===== src/rtl/latch_skip_pkg.sv =====
// constants shared by the table latch and test-skip decoder
// Contract
// - opcode 1010 00tx copies one latch byte into file register in one cycle
// - latch read takes high byte when t is 1, low byte when t is 0
// - latch read leaves latch and status flags untouched; only file register written
// - opcode 1010 01tx stores file register into one latch byte, one cycle, no flags
// - latch write loads high byte when t is 1, low byte otherwise; other byte holds
// - opcode 0011 0011 with address is test-zero-skip; no status flags altered
// - tested register zero discards prefetched instruction, forced no-op, two cycles
package latch_skip_pkg;
    localparam int DATA_W = 8;
    localparam int INSTR_W = 16;
    // opcode high byte patterns, compared on bits 15:10 for latch ops
    localparam logic [5:0] LATCH_READ_OP = 6'h28;   // 1010 00
    localparam logic [5:0] LATCH_WRITE_OP = 6'h29;  // 1010 01
    localparam logic [7:0] TEST_SKIP_OP = 8'h33;    // 0011 0011
    localparam int SEL_BIT = 9;                     // t bit position
    localparam logic [15:0] LATCH_RESET = 16'h0000;
    localparam logic [1:0] PHASE_DECODE = 2'h0;     // first phase
    localparam logic [1:0] PHASE_READ = 2'h1;       // second phase
    localparam logic [1:0] PHASE_EXEC = 2'h2;       // third phase
    localparam logic [1:0] PHASE_WRITE = 2'h3;      // fourth phase
endpackage


===== src/rtl/latch_skip_exec.sv =====
// decode and execute of latch read, latch write and test-zero-skip
module latch_skip_exec (
    input wire logic clk,                   // core clock, 25 MHz
    input wire logic rst,                   // async reset, active high
    input wire logic ce,                    // clock enable, freezes all state
    input wire logic [1:0] phase,           // phase of instruction cycle, 0..3
    input wire logic instr_valid,           // instr holds an instruction to execute
    input wire logic [15:0] instr,          // instruction word
    input wire logic [7:0] file_rdata,      // file register read data
    output logic [7:0] file_addr,           // file register address
    output logic file_re,                   // file read strobe, phase two
    output logic file_we,                   // file write strobe, phase four
    output logic [7:0] file_wdata,          // file write data
    output logic flush,                     // discard prefetched instruction
    output logic [15:0] table_latch_out,    // table latch contents
    output logic busy_skip                  // skip pending, high from the test's fourth phase through the decode phase of the forced no-op
);
    typedef enum logic [1:0] {OP_NONE, OP_LREAD, OP_LWRITE, OP_TEST} op_t;

    op_t op_reg, op_next;
    logic [7:0] addr_reg, addr_next;
    logic sel_reg, sel_next;
    logic [7:0] src_reg, src_next;
    logic re_reg, re_next;
    logic we_reg, we_next;
    logic [7:0] wdata_reg, wdata_next;
    logic flush_reg, flush_next;
    logic skip_reg, skip_next;
    logic load_hi, load_lo;
    logic [7:0] latch_hi, latch_lo;
    op_t dec_op;

    // opcode decode
    always_comb begin
        dec_op = OP_NONE;
        if (instr[15:10] == latch_skip_pkg::LATCH_READ_OP) begin
            dec_op = OP_LREAD;
        end else if (instr[15:10] == latch_skip_pkg::LATCH_WRITE_OP) begin
            dec_op = OP_LWRITE;
        end else if (instr[15:8] == latch_skip_pkg::TEST_SKIP_OP) begin
            dec_op = OP_TEST;
        end
    end

    // phase sequencing: decode at phase 0, read at 1, act at 2, latch load at 3
    always_comb begin
        op_next = op_reg;
        addr_next = addr_reg;
        sel_next = sel_reg;
        src_next = src_reg;
        re_next = 1'b0;
        we_next = 1'b0;
        wdata_next = wdata_reg;
        flush_next = 1'b0;
        skip_next = skip_reg;
        load_hi = 1'b0;
        load_lo = 1'b0;
        unique case (phase)
            latch_skip_pkg::PHASE_DECODE: begin
                if (skip_reg) begin
                    op_next = OP_NONE; // forced no-op replaces prefetched word
                    skip_next = 1'b0;
                end else begin
                    op_next = instr_valid ? dec_op : OP_NONE;
                    addr_next = instr[7:0];
                    sel_next = instr[latch_skip_pkg::SEL_BIT];
                    re_next = instr_valid && (dec_op == OP_LWRITE || dec_op == OP_TEST);
                end
            end
            latch_skip_pkg::PHASE_READ: begin
                // source read in second phase
                if (op_reg == OP_LREAD) begin
                    src_next = sel_reg ? latch_hi : latch_lo;
                end else if (op_reg != OP_NONE) begin
                    src_next = file_rdata;
                end
            end
            latch_skip_pkg::PHASE_EXEC: begin
                // stage file write so it shows during phase four
                if (op_reg == OP_LREAD) begin
                    we_next = 1'b1;
                    wdata_next = src_reg;
                end else if (op_reg == OP_TEST && src_reg == 8'h00) begin
                    flush_next = 1'b1;
                    skip_next = 1'b1;
                end
            end
            latch_skip_pkg::PHASE_WRITE: begin
                // latch byte write in fourth phase, no flags touched
                if (op_reg == OP_LWRITE) begin
                    load_hi = sel_reg;
                    load_lo = !sel_reg;
                end
            end
        endcase
    end

    always_ff @(posedge clk or posedge rst) begin
        if (rst) begin
            op_reg <= OP_NONE;
            addr_reg <= 8'h00;
            sel_reg <= 1'b0;
            src_reg <= 8'h00;
            re_reg <= 1'b0;
            we_reg <= 1'b0;
            wdata_reg <= 8'h00;
            flush_reg <= 1'b0;
            skip_reg <= 1'b0;
        end else if (ce) begin
            op_reg <= op_next;
            addr_reg <= addr_next;
            sel_reg <= sel_next;
            src_reg <= src_next;
            re_reg <= re_next;
            we_reg <= we_next;
            wdata_reg <= wdata_next;
            flush_reg <= flush_next;
            skip_reg <= skip_next;
        end
    end

    // latch halves
    latch_byte #(.WIDTH(latch_skip_pkg::DATA_W)) u_hi (
        .clk(clk), .rst(rst), .ce(ce), .load(load_hi), .din(src_reg), .dout(latch_hi)
    );
    latch_byte #(.WIDTH(latch_skip_pkg::DATA_W)) u_lo (
        .clk(clk), .rst(rst), .ce(ce), .load(load_lo), .din(src_reg), .dout(latch_lo)
    );

    assign file_addr = addr_reg;
    assign file_re = re_reg;
    assign file_we = we_reg;
    assign file_wdata = wdata_reg;
    assign flush = flush_reg;
    assign busy_skip = skip_reg;
    assign table_latch_out = {latch_hi, latch_lo};

    // assertions
    property p_read_hi;
        @(posedge clk) disable iff (rst)
        (ce && phase == 2'h1 && op_reg == OP_LREAD && sel_reg) |=> (src_reg == $past(latch_hi));
    endproperty
    a_read_hi: assert property (p_read_hi) else $error("latch read high byte wrong");

    property p_read_keeps_latch;
        @(posedge clk) disable iff (rst)
        (ce && op_reg == OP_LREAD) |=> $stable(table_latch_out);
    endproperty
    a_read_keeps_latch: assert property (p_read_keeps_latch) else $error("latch changed on read");

    property p_write_phase;
        @(posedge clk) disable iff (rst)
        file_we |-> (phase == latch_skip_pkg::PHASE_WRITE || !ce);
    endproperty
    a_write_phase: assert property (p_write_phase) else $error("file write outside phase four");

    property p_lwrite_hi;
        @(posedge clk) disable iff (rst)
        (ce && phase == 2'h3 && op_reg == OP_LWRITE && sel_reg)
            |=> (latch_hi == $past(src_reg) && latch_lo == $past(latch_lo));
    endproperty
    a_lwrite_hi: assert property (p_lwrite_hi) else $error("latch high load wrong");

    property p_lwrite_lo;
        @(posedge clk) disable iff (rst)
        (ce && phase == 2'h3 && op_reg == OP_LWRITE && !sel_reg)
            |=> (latch_lo == $past(src_reg) && latch_hi == $past(latch_hi));
    endproperty
    a_lwrite_lo: assert property (p_lwrite_lo) else $error("latch low load wrong");

    property p_skip_zero;
        @(posedge clk) disable iff (rst)
        (ce && phase == 2'h2 && op_reg == OP_TEST && src_reg == 8'h00 && !skip_reg) |=> (flush && busy_skip);
    endproperty
    a_skip_zero: assert property (p_skip_zero) else $error("zero test did not flush");

    property p_no_skip_nonzero;
        @(posedge clk) disable iff (rst)
        (ce && phase == 2'h2 && op_reg == OP_TEST && src_reg != 8'h00) |=> !flush;
    endproperty
    a_no_skip_nonzero: assert property (p_no_skip_nonzero) else $error("nonzero test flushed");

    property p_test_no_write;
        @(posedge clk) disable iff (rst)
        (op_reg == OP_TEST || op_reg == OP_LWRITE) |-> !file_we;
    endproperty
    a_test_no_write: assert property (p_test_no_write) else $error("unexpected file write");

    property p_read_writes_file;
        @(posedge clk) disable iff (rst)
        (ce && phase == 2'h2 && op_reg == OP_LREAD) |=> (file_we && file_wdata == $past(src_reg));
    endproperty
    a_read_writes_file: assert property (p_read_writes_file) else $error("latch read lost");

    property p_re_phase;
        @(posedge clk) disable iff (rst)
        file_re |-> (phase == latch_skip_pkg::PHASE_READ || !ce);
    endproperty
    a_re_phase: assert property (p_re_phase) else $error("file read outside phase two");

    property p_freeze;
        @(posedge clk) disable iff (rst)
        !ce |=> ($stable(table_latch_out) && $stable(file_we) && $stable(flush) && $stable(busy_skip));
    endproperty
    a_freeze: assert property (p_freeze) else $error("state moved with clock enable low");

    property p_skip_clears;
        @(posedge clk) disable iff (rst)
        (ce && phase == latch_skip_pkg::PHASE_DECODE && skip_reg) |=> (!busy_skip && !file_re);
    endproperty
    a_skip_clears: assert property (p_skip_clears) else $error("forced no-op not ended");

    property p_flush_one;
        @(posedge clk) disable iff (rst)
        (ce && flush) |=> !flush;
    endproperty
    a_flush_one: assert property (p_flush_one) else $error("flush longer than one cycle");

    c_lread: cover property (@(posedge clk) disable iff (rst) op_reg == OP_LREAD && file_we);
    c_lwrite: cover property (@(posedge clk) disable iff (rst) load_hi || load_lo);
    c_skip: cover property (@(posedge clk) disable iff (rst) flush);
    c_noskip: cover property (@(posedge clk) disable iff (rst) op_reg == OP_TEST && phase == 2'h3 && !busy_skip);
    c_frozen: cover property (@(posedge clk) disable iff (rst) !ce && phase == 2'h0);
endmodule


===== src/rtl/latch_byte.sv =====
// one byte of the table latch with its own load enable
module latch_byte #(
    parameter int WIDTH = 8
) (
    input wire logic clk,              // core clock
    input wire logic rst,              // async reset
    input wire logic ce,               // clock enable
    input wire logic load,             // load strobe
    input wire logic [WIDTH-1:0] din,  // new byte
    output logic [WIDTH-1:0] dout      // held byte
);
    logic [WIDTH-1:0] q_reg;
    logic [WIDTH-1:0] q_next;

    // a byte half needs at least one bit
    if (WIDTH < 1) begin : g_width_check
        $error("latch byte width must be positive");
    end

    // hold unless loaded
    always_comb begin
        q_next = load ? din : q_reg;
    end

    always_ff @(posedge clk or posedge rst) begin
        if (rst) begin
            q_reg <= '0;
        end else if (ce) begin
            q_reg <= q_next;
        end
    end

    assign dout = q_reg;
endmodule


===== config.mk =====
export PLATFORM = sky130hd
export DESIGN_NAME = latch_skip_exec
export DESIGN_NICKNAME = d
export VERILOG_FILES = /design/src/rtl/latch_skip_pkg.sv /design/src/rtl/latch_skip_exec.sv /design/src/rtl/latch_byte.sv
export SDC_FILE = /design/constraint.sdc
export NUM_CORES = 1
export LEC_CHECK = 0
export CAP_MARGIN = 25
export CORE_MARGIN = 2
export CORE_UTILIZATION = 45
export DETAILED_ROUTE_END_ITERATION = 16
export DONT_BUFFER_PORTS = 1
export SETUP_SLACK_MARGIN = 0.2
export SYNTH_ARGS = -nofsm -noshare
export SYNTH_HDL_FRONTEND = slang
export SYNTH_SLANG_ARGS = --single-unit
export TNS_END_PERCENT = 5

===== constraint.sdc =====
create_clock -name clk -period 1.4 [get_ports clk]
set_input_delay 0 -clock clk [delete_from_list [all_inputs] [get_ports clk]]
set_output_delay 0 -clock clk [all_outputs]
set_load 0.01 [all_outputs]

==> flow_summary.yaml <==
sta:
  timing.final.crit_period_ns: 1.503
  grt_setup_unrepaired: "yes"
  hold_violations: 0
  worst_slew_pin_slew_ns: 0.5795
  skew_ns: 0.004257
  relSlewSlack_pct: 61.37
  fin_crit_sh_pct: 107.4
  hold_ws_ns: 0.01790
  slew_viol_final: 0
  setup_ws_ns: -0.1029
  finalSetupViolCount: 32
  fmax_mhz: 665.4
route:
  drc: 0
  drt_iter0_markers: 57
  vias: 1410
  ant_nets: 0
  via_per_inst: 5.402
  wl_um: 4659
  drt_pass1_iterations: 4
  wl_per_cell_um: 17.85
grt:
  grt.total_usage_pct: 19.48
  first_global_vias: 1576
  grt_max_degree: 48
  grt_overflow: 0
  antenna_found_initial: 0
  grt_pass1_wl_um: 7686
floorplanning:
  initial_utilization_pct: 47.34
  die_area_mm2: 0.005204
  core-area_mm2: 0.004414
  die_w_um: 72.14
  pin_count: 66
  fp-row-count: 24
  die_y_um: 72.14
place:
  port_buffers: 0
  dpl.hpwl_um: 3168
  post-place-ws_ns: -0.2511
  gp_congestion: 0.7708
  dpl-instance-area_mm2: 0.002361
  dp.cells: 222
min_path:
  hp-start: "phase[1]"
  hold_end: "file_we"
  holdPathStages: 3
  hold_path.class: "in -> reg"
setup_path:
  critPathKind: "reg -> reg"
  crit_fanout: 9
  crit_chain: "nor2b_2 -> buf_6 -> mux2_2 -> mux2_2"
  rrSetupSlack_ns: -0.10
  worstPathRequired_ns: 1.58
  r2r-start: "op_reg[0]"
  r2r_end: "src_reg[4]"
  startpoint: "op_reg[0]"
  crit_arrival_ns: 1.68
  cp-end-kind: "flop"
  startpoint_type: "flop"
  worst-path-buf-inv: 1
  cp_top_family: "multiplexers"
  r2r_cells: 4
  critical-path-max-stage-delay_ns: 0.44
  worst_path_most_repeated_cell: "mux2_2"
  cpMaxStageDelayCell: "dfrtp_2"
power_and_ir_drop:
  p_leak_nw: 1.357
  power_w: 0.002596
  ir_drop_mv: 0.5467
  powerDensity_mw_per_mm2: 897.8
cells_and_area:
  finalNonFillerCells: 261
  n_antenna_cell: 0
  drive_gt1_share_pct: 54.07
  area_growth_pct: 38.38
  fin_area_mm2: 0.002892
  final_common_cell: "dfrtp_1"
  layout_common_cells: "44 x dfrtp_1, 33 x mux2_2, 27 x dlygate4sd3_1, 26 x buf_4, 23 x mux2_4"
  finalNetCount: 238
cts:
  clk_latency_ns: 0.29
  clk_pin_slew_worst_paths_ns: 0.08
  cts_tree: "built"
  cts_sinks: 47
  root_buffer: "clkbuf_8"
  cts_buffers: 5
  cts.path.max_buffers: 2
  htree_levels: 2
synthesis:
  avgSynthCellArea_um2: 14.61
  synthTopCellsByArea: "dfrtp_1 56%, mux2_2 30%, nor4_4 2.0%"
  yosys_warnings: 0
  yosys_register_bits: 47
  synth-seq-area-share_pct: 56.29
  synth_top_area_share_pct: 56.29
  syn_inst: 143
  synth_top_area_cell: "dfrtp_1"
  synth_nets: 173
  synth.distinct_cells: 23
  synthesis.area_mm2: 0.002090
job:
  cap_violations: 0
status:
  violations: "setup timing"
  status: "complete, but fails checks"
per-stage QoR:
stage / util (%) / TNS [ns]
after floorplan: - / -0.9394
after global placement: 53.49 / -4.769
after detailed placement: 53.49 / -5.860
after CTS: 65.16 / -2.171
after global routing: 65.50 / -3.709
final: 65.50 / -1.894
Yosys cell counts:
library cell,instances
buf_4,2
nand3_2,1
nor4b_2,1
nor4_1,1
o31ai_1,1
o21ai_0,4
buf_2,1
nor3_4,1
mux2_2,56
nand4_1,1
mux2i_1,1
nor4b_1,1
inv_1,5
o22ai_1,2
nor2_1,3
dfrtp_1,47
nand4b_1,1
nor4_4,2
and4b_1,1
or3b_2,1
nor2b_1,3
nand2_1,5
nand2_2,2
where the power goes:
group	total (W)	internal, W	switching [W]
logic	0.000321	0.000202	0.000119
clock network	0.000781	0.000349	0.000431
registers	0.00149	0.00142	0.0000747
how the worst max path moves through the flow:
stage | endpoint | depth (start not counted)
2_1_floorplan | u_hi.dout[0] | 3
3_3_place_gp | src_reg[2] | 3
3_5_place_dp | u_hi.dout[7] | 4
4_1_cts | src_reg[4] | 4
5_1_grt | src_reg[4] | 4
6_report | src_reg[4] | 4
worst reg2reg max path, cell delays in order (launching register included):
cell and delay [ns]:
dfrtp_2 0.44, nor2b_2 0.17, buf_6 0.16, mux2_2 0.35, mux2_2 0.27
layer usage:
layer	vias up	share of wire [%]	global-route usage (%)
met5	-	0	0
met4	0	0.71	5.451
met3	6	7.3	6.250
met2	55	50	31.19
met1	702	42	25.55
li1	647	-	-
layout make-up:
class	instances	area [um2]
tap	52	65.06
fill	341	1523
clock inverter	2	12.51
inverter	5	21.27
sequential	47	1180
timing repair buffer	61	564.3
clock buffer	6	72.57
multi-input combinational	88	975.9
repair_timing:
action | in CTS | in global routing
setup endpoints to repair | 47 | 47
pin swaps | 10 | 3
resized for setup | 35 | 5
endpoints found under the hold margin | 70 | 0
hold buffers | 27 | 0
setup buffers | 4 | 0
logic make-up after synthesis:
family                 count (synthesis)  synth area share, %
AOI/OAI and AO/OA                      7                1.916
buffers and inverters                  8                1.856
DFF                                   47                56.29
muxes                                 57                30.66
and+or+nand+nor                       24                9.282
(Power assumes the default switching activity.)
